### config.mk
export PLATFORM = sky130hd
export DESIGN_NAME = rkas_top
export DESIGN_NICKNAME = d
export VERILOG_FILES = /design/src/shared/rkas_pkg.sv /design/src/rtl/rkas_buf.sv /design/src/rtl/rkas_top.sv
export SDC_FILE = /design/constraint.sdc
export NUM_CORES = 1
export LEC_CHECK = 0
export CAP_MARGIN = 20
export CORE_MARGIN = 2
export CORE_UTILIZATION = 57
export CTS_CLUSTER_DIAMETER = 60
export CTS_CLUSTER_SIZE = 12
export DETAILED_ROUTE_END_ITERATION = 16
export DONT_BUFFER_PORTS = 1
export GPL_TIMING_DRIVEN = 0
export PLACE_DENSITY = 0.82
export SLEW_MARGIN = 20
export SYNTH_ARGS = -nofsm -noshare
export SYNTH_HDL_FRONTEND = slang
export SYNTH_HIERARCHICAL = 1
export SYNTH_SLANG_ARGS = --single-unit
### constraint.sdc
create_clock -name clock_in -period 2.4 [get_ports clock_in]
set_input_delay 0.36 -clock clock_in [delete_from_list [all_inputs] [get_ports clock_in]]
set_output_delay 0.36 -clock clock_in [all_outputs]
set_load 0.005 [all_outputs]
### src/shared/rkas_pkg.sv
package rkas_pkg;

	// 25 MHz block clock
	localparam int unsigned CLK_HZ       = 25_000_000;
	localparam int unsigned CLK_KHZ      = CLK_HZ / 1000;

	// wake-up blanking after standby, microseconds
	localparam int unsigned WAKE_TIME_US = 500;
	localparam int unsigned WAKE_CYC     =
		(WAKE_TIME_US * CLK_KHZ + 999) / 1000;

	// inactivity timeout, inside the 300..500 ms window
	localparam int unsigned IDLE_MIN_MS  = 300;
	localparam int unsigned IDLE_MAX_MS  = 500;
	localparam int unsigned IDLE_TIME_MS = 400;
	localparam int unsigned IDLE_CYC     = IDLE_TIME_MS * CLK_KHZ;

	// reference clock half period in block clocks
	localparam int unsigned REF_HALF_CYC = 16;

	// carrier synthesizer multiplier
	localparam int unsigned PLL_MULT     = 32;

	localparam int unsigned IDLE_W = 24;
	localparam int unsigned WAKE_W = 14;
	localparam int unsigned REF_W  = 8;
	localparam int unsigned XTAL_W = 16;
	localparam int unsigned RF_W   = 21;

	// gray order along standby -> wake -> active
	typedef enum logic [1:0] {
		RKAS_STANDBY = 2'b00,
		RKAS_WAKE    = 2'b01,
		RKAS_ACTIVE  = 2'b11
	} rkas_mode_t;

endpackage : rkas_pkg

### src/rtl/rkas_buf.sv
`timescale 1ns/1ps
`default_nettype none

module rkas_buf
	import rkas_pkg::*;
#(
	parameter int unsigned W = 1
)(
	input  wire logic         clock_in,
	input  wire logic         rst_in,
	input  wire logic         in_valid_in,
	input  wire logic [W-1:0] in_data_in,
	output logic              in_ready_out,
	output logic              out_valid_out,
	output logic [W-1:0]      out_data_out,
	input  wire logic         out_ready_in
);

	typedef struct packed {
		logic [1:0][W-1:0] mem;
		logic [1:0]        cnt;
		logic              wp;
		logic              rp;
		logic              rdy;
	} rkas_buf_t;

	rkas_buf_t s_r;
	rkas_buf_t s_nxt;
	logic      push;
	logic      pop;

	assign push          = in_valid_in && s_r.rdy;
	assign pop           = out_ready_in && (s_r.cnt != 2'h0);
	assign in_ready_out  = s_r.rdy;
	assign out_valid_out = s_r.cnt != 2'h0;
	assign out_data_out  = s_r.mem[s_r.rp];

	always_comb
	begin
		s_nxt = s_r;
		if (push)
		begin
			s_nxt.mem[s_r.wp] = in_data_in;
			s_nxt.wp          = ~s_r.wp;
		end
		if (pop)
			s_nxt.rp = ~s_r.rp;
		if (push && !pop)
			s_nxt.cnt = s_r.cnt + 2'h1;
		else if (pop && !push)
			s_nxt.cnt = s_r.cnt - 2'h1;
		// registered ready: refuses the cycle after the second word lands
		s_nxt.rdy = s_nxt.cnt != 2'h2;
	end

	always_ff @(posedge clock_in or posedge rst_in)
	begin
		if (rst_in)
			s_r <= '{mem: '0, cnt: 2'h0, wp: 1'b0, rp: 1'b0, rdy: 1'b1};
		else
			s_r <= s_nxt;
	end
endmodule : rkas_buf

`default_nettype wire

### src/rtl/rkas_top.sv
`timescale 1ns/1ps
`default_nettype none

module rkas_top
	import rkas_pkg::*;
#(
	parameter int unsigned IDLE_CYCLES = IDLE_CYC,
	parameter int unsigned WAKE_CYCLES = WAKE_CYC
)(
	input  wire logic              clock_in,
	input  wire logic              rst_in,
	input  wire logic              keying_output_line_in,
	input  wire logic              rf_ready_in,
	input  wire logic [XTAL_W-1:0] xtal_khz_in,
	output logic                   key_accept_out,
	output logic                   carrier_out,
	output logic                   pll_on_out,
	output logic                   standby_out,
	output logic                   reference_clock_output_out,
	output logic [RF_W-1:0]        rf_freq_khz_out
);

	localparam logic [IDLE_W-1:0] IDLE_LAST = IDLE_W'(IDLE_CYCLES - 1);
	localparam logic [WAKE_W-1:0] WAKE_LAST = WAKE_W'(WAKE_CYCLES - 1);
	localparam logic [REF_W-1:0]  REF_LAST  = REF_W'(REF_HALF_CYC - 1);
	localparam logic [RF_W-1:0]   MULT      = RF_W'(PLL_MULT);

	typedef struct packed {
		logic              sync1;
		logic              sync2;
		logic              key_prev;
		rkas_mode_t        mode;
		logic [IDLE_W-1:0] idle_cnt;
		logic [WAKE_W-1:0] wake_cnt;
		logic [REF_W-1:0]  ref_cnt;
		logic              ref_clk;
		logic              applied;
		logic              carrier;
		logic              pll_on;
		logic [RF_W-1:0]   rf_freq;
		logic              pend;
		logic              standby;
	} rkas_state_t;

	rkas_state_t s_r;
	rkas_state_t s_nxt;

	logic key_edge;
	logic key_rise;
	logic buf_valid;
	logic buf_data;
	logic buf_ready;
	logic buf_in_ready;
	logic buf_push;

	assign key_edge = s_r.sync2 ^ s_r.key_prev;
	// a transition refused by a full buffer waits here, so the latest
	// level still reaches the modulator once the stall clears
	assign buf_push = key_edge || s_r.pend;
	assign key_rise = s_r.sync2 && !s_r.key_prev;
	// queued levels drain only once the synthesizer has settled
	assign buf_ready = (s_r.mode == RKAS_ACTIVE) && rf_ready_in;

	rkas_buf #(
		.W (1)
	) u_buf (
		.clock_in      (clock_in),
		.rst_in        (rst_in),
		.in_valid_in   (buf_push),
		.in_data_in    (s_r.sync2),
		.in_ready_out  (buf_in_ready),
		.out_valid_out (buf_valid),
		.out_data_out  (buf_data),
		.out_ready_in  (buf_ready)
	);

	always_comb
	begin
		s_nxt = s_r;
		s_nxt.sync1    = keying_output_line_in;
		s_nxt.sync2    = s_r.sync1;
		s_nxt.key_prev = s_r.sync2;

		if (key_edge)
			s_nxt.idle_cnt = '0;
		else if (s_r.idle_cnt != IDLE_LAST)
			s_nxt.idle_cnt = s_r.idle_cnt + IDLE_W'(1);

		if (buf_valid && buf_ready)
			s_nxt.applied = buf_data;
		s_nxt.pend = buf_push && !buf_in_ready;

		case (s_r.mode)
			RKAS_STANDBY:
			begin
				if (key_rise)
				begin
					s_nxt.mode     = RKAS_WAKE;
					s_nxt.pll_on   = 1'b1;
					s_nxt.wake_cnt = '0;
				end
			end
			RKAS_WAKE:
			begin
				if (s_r.wake_cnt == WAKE_LAST)
					s_nxt.mode = RKAS_ACTIVE;
				else
					s_nxt.wake_cnt = s_r.wake_cnt + WAKE_W'(1);
			end
			RKAS_ACTIVE:
			begin
				if (!key_edge && s_r.idle_cnt == IDLE_LAST)
				begin
					s_nxt.mode    = RKAS_STANDBY;
					s_nxt.pll_on  = 1'b0;
					s_nxt.applied = 1'b0;
				end
			end
			default:
			begin
				s_nxt.mode   = RKAS_STANDBY;
				s_nxt.pll_on = 1'b0;
			end
		endcase
		s_nxt.standby = s_nxt.mode == RKAS_STANDBY;

		// carrier follows the drained level, only when fully awake
		s_nxt.carrier = s_nxt.applied
			&& (s_nxt.mode == RKAS_ACTIVE);

		if (s_nxt.carrier)
		begin
			if (s_r.ref_cnt == REF_LAST)
			begin
				s_nxt.ref_cnt = '0;
				s_nxt.ref_clk = ~s_r.ref_clk;
			end
			else
				s_nxt.ref_cnt = s_r.ref_cnt + REF_W'(1);
		end
		else
		begin
			// parked low so the controller sees no stray edges
			s_nxt.ref_cnt = '0;
			s_nxt.ref_clk = 1'b0;
		end

		// frequency only meaningful while the loop runs
		if (s_nxt.pll_on)
			s_nxt.rf_freq = RF_W'(xtal_khz_in) * MULT;
		else
			s_nxt.rf_freq = '0;
	end

	always_ff @(posedge clock_in or posedge rst_in)
	begin
		if (rst_in)
			s_r <= '{sync1: 1'b0, sync2: 1'b0, key_prev: 1'b0,
				mode: RKAS_STANDBY, idle_cnt: '0, wake_cnt: '0,
				ref_cnt: '0, ref_clk: 1'b0, applied: 1'b0,
				carrier: 1'b0, pll_on: 1'b0, rf_freq: '0, pend: 1'b0,
				standby: 1'b1};
		else
			s_r <= s_nxt;
	end

	assign key_accept_out             = buf_in_ready;
	assign carrier_out                = s_r.carrier;
	assign pll_on_out                 = s_r.pll_on;
	assign standby_out                = s_r.standby;
	assign reference_clock_output_out = s_r.ref_clk;
	assign rf_freq_khz_out            = s_r.rf_freq;
endmodule : rkas_top

`default_nettype wire

==> results of run 1 <==
## power breakdown
| group | leakage, nW | internal [mW] | switching, mW | total [mW] |
|---|---|---|---|---|
| clock | 0.119 | 0.611 | 0.543 | 1.15 |
| sequential | 1.04 | 1.50 | 0.137 | 1.64 |
| combinational | 0.776 | 0.262 | 0.285 | 0.547 |
## worst max-delay path: stages, from the launching register on
cell and delay, ps:
sky130_fd_sc_hd__dfrtp_1 450, sky130_fd_sc_hd__nor4_1 470, sky130_fd_sc_hd__nand4_1 380, sky130_fd_sc_hd__o21ai_4 330, sky130_fd_sc_hd__clkbuf_1 300, sky130_fd_sc_hd__a21boi_0 150
## state kept, by name, indices dropped and copies added, names as in the netlist
name / flops
u_buf/in_ready_out: 1
carrier_out: 1
s_nxt: 2
s_r: 51
u_buf/s_r: 6
pll_on_out: 1
rf_freq_khz_out: 16
standby_out: 1
reference_clock_output_out: 1
## area by class of cell
class	instances	area, µm²	area share, %
Tap cell	96	120.1	2.723
Clock buffer	9	123.9	2.809
Buffer	34	209.0	4.738
Multi-Input combinational cell	271	1759	39.89
Sequential cell	80	2004	45.45
Clock inverter	7	108.9	2.468
Inverter	12	47.55	1.078
Timing Repair Buffer	2	37.54	0.8511
## through the flow
stage               util [%]  TNS [ps]  hold WS [ps]  total power [mW]
global route           64.92         0         8.181             3.526
global placement       60.64    -38410         190.1             2.164
detailed placement     61.09         0         194.3             2.209
CTS                    64.66         0         18.00             3.376
finish                 64.92         0         33.24             3.341
floorplan                  -         0         162.7             2.080
## worst paths after layout
path	slack, ps	to	cells past startpoint	startpoint
max in group asynchronous	1350	standby_out$_DFF_PP1_	3	rst_in
hold reg to reg	350	s_nxt[75]$_DFF_PP0_	0	s_nxt[76]$_DFF_PP0_
setup reg to reg	190	rf_freq_khz_out[18]$_DFF_PP0_	5	s_r[60]$_DFFE_PP0N_
setup / recovery	190	rf_freq_khz_out[18]$_DFF_PP0_	5	s_r[60]$_DFFE_PP0N_
hold / removal	30	s_nxt[76]$_DFF_PP0_	0	keying_output_line_in
min in group asynchronous	450	u_buf/s_r[5]$_DFFE_PP0P_	2	rst_in
## routing by layer
layer / routed length (µm) / global-route usage, % / vias to the layer above
met5: 0 / 0 / -
met1: 3322 / 27.30 / 1369
li1: - / - / 1403
met4: 99 / 6.434 / 0
met2: 3959 / 35.33 / 33
met3: 207 / 5.184 / 12
## Yosys cell counts, types with 11 or more instances
library cell and instances:
sky130_fd_sc_hd__nor3_1 15, sky130_fd_sc_hd__buf_4 21, sky130_fd_sc_hd__a21oi_1 14, sky130_fd_sc_hd__a21boi_0 18, sky130_fd_sc_hd__nand2b_1 13, sky130_fd_sc_hd__and3_1 12
sky130_fd_sc_hd__xnor2_1 14, sky130_fd_sc_hd__dfrtp_1 78, sky130_fd_sc_hd__nand3_1 19, sky130_fd_sc_hd__inv_1 11, sky130_fd_sc_hd__nand2_1 34, sky130_fd_sc_hd__mux2i_1 14
sky130_fd_sc_hd__nor2_1 22
## cells by family (layout without fill, tap and decap cells)
group                    count (synthesis)  after routing  share of synthesized area, %
AO/OA/AOI/OAI                           58             58                         10.20
buffers and inverters                   46             64                         6.374
flip-flops                              80             80                         50.30
AND/OR/NAND/NOR                        164            164                         22.20
multiplexers                            18             18                         4.647
other                                    1              5                       0.09410
XOR/XNOR                                21             21                         4.615
adder cells (fa/ha/maj)                  5              5                         1.570
## what timing repair did
item | 4_1_cts | 5_1_grt
hold buffers | 1 | 0
resized for setup | 0 | 3
hold endpoints to repair | 27 | 0
setup endpoints to repair | 0 | 11
==> run metrics, run 1 <==
most used cells in the layout excluding fill and tap cells=sky130_fd_sc_hd__dfrtp_1, sky130_fd_sc_hd__nand2_1, sky130_fd_sc_hd__nor2_1, sky130_fd_sc_hd__buf_4, sky130_fd_sc_hd__nand3_1; setup fix buffers added after clock tree synthesis=0; pre-CTS setup slack=108.7 ps; number of placement rows=30; Remaining Overflow, GRT=0; routability-driven placement congestion ratio=~0.85; global-route wire length before repair=12.58 mm; detailed-route wire length per cell=roughly 15 µm; Tightest Hold Check Type=input port to flop; TritonRoute pass-1 iters=5; fill cell total of the finished layout=543; largest net degree at the start of global routing=53; Nets=435; number of clock sinks=80; startpoint class of the critical path=flop; Clk Latency, worst-skew pair=around 360 ps; largest area contributor in the synthesized netlist=sky130_fd_sc_hd__dfrtp_1; remaining number of nets flagged by the antenna check after routing=0; Max IR drop VDD=0.4109 mV; Cell Area, Synth=about 4000 µm²; critical path required time=2620 ps; worst-case setup margin in the final layout=~190 ps; Port-buffer cells=0; fin crit share=just over 90%; Post-synth top flop=sky130_fd_sc_hd__dfrtp_1; Seq/Total Area, Yosys=50.30%; clk buf depth=2; non-filler cells in the finished layout=511; number of distinct library cells after synthesis=47; CTS HTree Levels=3; WL final=roughly 7.6 mm; leading cell type in the layout, fill and taps excluded=sky130_fd_sc_hd__dfrtp_1; result of the run=finished clean; final-report setup violation count=0; total global-route track usage=21.11%; crit-path max FO=10; DIE HEIGHT=87.62 µm; total placed instance area=roughly 4200 µm²; number of DRC violations after detailed-routing iteration 0=~200; CP Capture Type=flop; top-area cell type share of the netlist area=48.98%; Area Growth Syn to Fin=10.68%; worst slew margin relative to its limit=59.47%; setup repair after global routing missed its margin=false; CTS clock-pin slew for the worst setup and hold paths=roughly 90 ps; placed insts=494; ports placed on the boundary=46; Slew Limit Fails=0; Std-Cell Core Area=6794 µm²; Avg Inst Size Synth=10.14 µm²; number of clock buffers inserted by TritonCTS=9; proportion of synthesized flip-flops having asynchronous set or reset=100.0%; top cells by area, synth=sky130_fd_sc_hd__dfrtp_1, sky130_fd_sc_hd__buf_4, sky130_fd_sc_hd__mux2i_1, sky130_fd_sc_hd__a21boi_0, sky130_fd_sc_hd__nand2_1; Post-Layout Inst Area=4410 µm²; vias after detailed routing=2817; number of maximum-capacitance violations=0; total of warnings raised by yosys=6; clock tree skew after final layout=10.72 ps; Residual DRC=0; arrival time worst endpoint=2440 ps; Leakage=~1.9 nW; CTS tree=built; DP Wirelength=~5.4 mm; Diodes inserted=0; Hold Vio Cnt, Final=0; Cell Pwr Density=between 700 and 800 nW/µm²; Root Driver=sky130_fd_sc_hd__clkbuf_8; Die Width=87.62 µm; Worst Path Class, Setup=flop to flop; number of synthesized flops with an enable pin=0; cells after synthesis=393; die area=7676 µm²; Via density=between 5 and 6; flop and latch count out of synthesis=80; highest clock frequency the design can meet=0.4518 GHz; time the worst path needs with I/O delays and setup=between 2000 and 2500 ps; vias in the first global route=2715; antenna violations before repair=0; actual slew at the worst max-slew pin=602.5 ps; Initial Util=58.66%; share of cells above drive strength 1=13.25%
Power figures use the tool's default switching activity.
==> inputs of run 2 (changes only) <==
- PLACE_DENSITY: 0.82 -> 0.75
==> run 2 against run 1 <==
  * Clock-buffer cell count rose by 2
  * Clock power fell by 8%
  * First-iteration DRC count fell by 2.4%
  * Flip-flop and latch count did not move
  * Via count rose by 2.3%
  * Clock skew rose by 6.5 ps
  * Sequential share of layout area rose by 0.19 points
  * Register-to-register slack improved by 20 ps
  * Die area did not move
  * Power fell by 2.7%
  * Global-route usage rose by 1.3 points
  * Worst hold slack improved by 5.6 ps
  * Critical endpoint is now s_r[27]$_DFF_PP0_
==> run metrics, run 2 (synthesis results as in run 1) <==
largest net degree at the start of global routing=42; die area=around 7700 µm²; critical path required time=approximately 2700 ps; highest clock frequency the design can meet=0.4569 GHz; Gate power share=16.9%; Initial Util=58.66%; vias in the first global route=2783; number of clock sinks=80; DP Wirelength=5.408 mm; Leakage=1.923 nW; Via density=5.638; max FFs per register=51; net switching power of the design=0.9424 mW; startpoint class of the critical path=flop; start point of the critical path=s_r[37]$_DFFE_PP0P_; Diodes inserted=0; Setup Total Neg Slack=0 ps; Clk Latency, worst-skew pair=approximately 360 ps; detailed-route wire length per cell=15.28 µm; Tightest Hold Check Type=input port to flop; DIE HEIGHT=87.62 µm; Die Width=roughly 88 µm; time the worst path needs with I/O delays and setup=2189 ps; Residual DRC=0; setup repair after global routing missed its margin=false; Hold Vio Cnt, Final=0; vias after detailed routing=roughly 2900; antenna violations before repair=0; launch point of the worst reg-to-reg path=s_r[37]$_DFFE_PP0P_; actual slew at the worst max-slew pin=647.5 ps; most used cells in the layout excluding fill and tap cells=sky130_fd_sc_hd__dfrtp_1, sky130_fd_sc_hd__nand2_1, sky130_fd_sc_hd__nor2_1, sky130_fd_sc_hd__buf_4, sky130_fd_sc_hd__nand3_1; Switching Share=just under 30%; Port-buffer cells=0; clock network fraction of total power=32.5%; fin crit share=91.19%; result of the run=finished clean; crit-path max FO=10; Max IR drop VDD=0.3329 mV; arrival time worst endpoint=roughly 2400 ps; ports placed on the boundary=46; Root Driver=sky130_fd_sc_hd__clkbuf_8; CP Capture Type=flop; total placed instance area=between 4000 and 5000 µm²; critical hold path startpoint=keying_output_line_in; clock tree skew after final layout=17.26 ps; fill cell total of the finished layout=553; Worst Path Class, Setup=flop to flop; Area Growth Syn to Fin=10.20%; clk buf depth=2; Nets=between 400 and 500; number of DRC violations after detailed-routing iteration 0=201; Slew Limit Fails=0; number of maximum-capacitance violations=0; Post-Layout Inst Area=about 4400 µm²; Cell Pwr Density=roughly 740 nW/µm²; CTS tree=built; TritonRoute pass-1 iters=4; total global-route track usage=between 20% and 30%; number of clock buffers inserted by TritonCTS=9; worst slew margin relative to its limit=56.44%; leading cell type in the layout, fill and taps excluded=sky130_fd_sc_hd__dfrtp_1; Remaining Overflow, GRT=0; Std-Cell Core Area=6794 µm²; worst setup slack for register-to-register paths=210 ps; routability-driven placement congestion ratio=0.8791; remaining number of nets flagged by the antenna check after routing=0; global-route wire length before repair=13.29 mm; final-report setup violation count=0; share of cells above drive strength 1=13.98%; CTS clock-pin slew for the worst setup and hold paths=90 ps; CTS HTree Levels=3; number of placement rows=30; WL final=slightly below 8 mm; top register by number of flip-flops=s_r; Seq pwr share=50.6%; Internal Dissipation=2.307 mW
==> run 2: changes by cell type in the layout (fill, tap and decap cells not counted), sizes merged <==
cell,change
bufinv,-1
clkbuf,+2
clkinv,+1
clkinvlp,+2
inv,-4
==> run 2: repair_timing <==
item                                    4_1_cts  5_1_grt
hold buffers                                  1        0
endpoints found under the hold margin        37        0
resized for setup                             0        6
setup buffers                                 0        0
endpoints found under the setup margin        0       21
==> run 2: cell type report <==
type	count	area, µm²	area share (%)
inverter	12	47.55	1.083
multi-input combinational	271	1765	40.20
tap	96	120.1	2.735
clock buffer	11	151.4	3.447
clock inverter	5	62.56	1.425
timing repair buffer	2	30.03	0.6838
sequential	80	2004	45.64
buffer	34	210.2	4.786
==> run 2: per-layer routing <==
metal	vias to the layer above	share of wire [%]	global-route usage [%]
met5	-	0	0
met4	0	1.3	8.531
met3	9	2.8	3.393
met2	44	52	36.50
met1	1430	44	30.38
li1	1398	-	-
==> run 2: power groups by stage <==
stage	clock network (mW)	registers [mW]	logic, mW
2_1_floorplan	0	1.63	0.449
3_3_place_gp	0	1.66	0.511
3_5_place_dp	0	1.67	0.546
4_1_cts	1.07	1.64	0.554
5_1_grt	1.14	1.66	0.625
6_report	1.06	1.64	0.550
==> run 2: worst paths after layout <==
path                                               end  depth (start not counted)
worst max-delay path                 s_r[27]$_DFF_PP0_                          5
worst min-delay path               s_nxt[76]$_DFF_PP0_                          0
worst max register to register       s_r[27]$_DFF_PP0_                          5
worst min register to register     s_nxt[75]$_DFF_PP0_                          0
max in group asynchronous          s_r[56]$_DFFE_PP0N_                          3
min in group asynchronous       u_buf/s_r[4]$_DFF_PP0_                          2
==> run 2: worst max-delay path, cell delays in order, from the launching register on <==
cell and delay, ps:
sky130_fd_sc_hd__dfrtp_1 460, sky130_fd_sc_hd__nor4b_1 460, sky130_fd_sc_hd__a41oi_2 290, sky130_fd_sc_hd__a311o_1 390, sky130_fd_sc_hd__buf_2 190, sky130_fd_sc_hd__nor4b_1 290
==> run 2: metrics by stage <==
step           instances  hold slack (ps)  setup WS [ps]  util, %  power [mW]
2_1_floorplan        397            162.7          188.4        -       2.080
3_3_place_gp         493            190.5         -607.0    60.64       2.170
3_5_place_dp         494            200.7          25.65    60.98       2.212
4_1_cts              511            22.42          1.155    64.27       3.268
5_1_grt              511            22.31          29.10    64.64       3.432
6_report             511            38.85          211.3    64.64       3.249
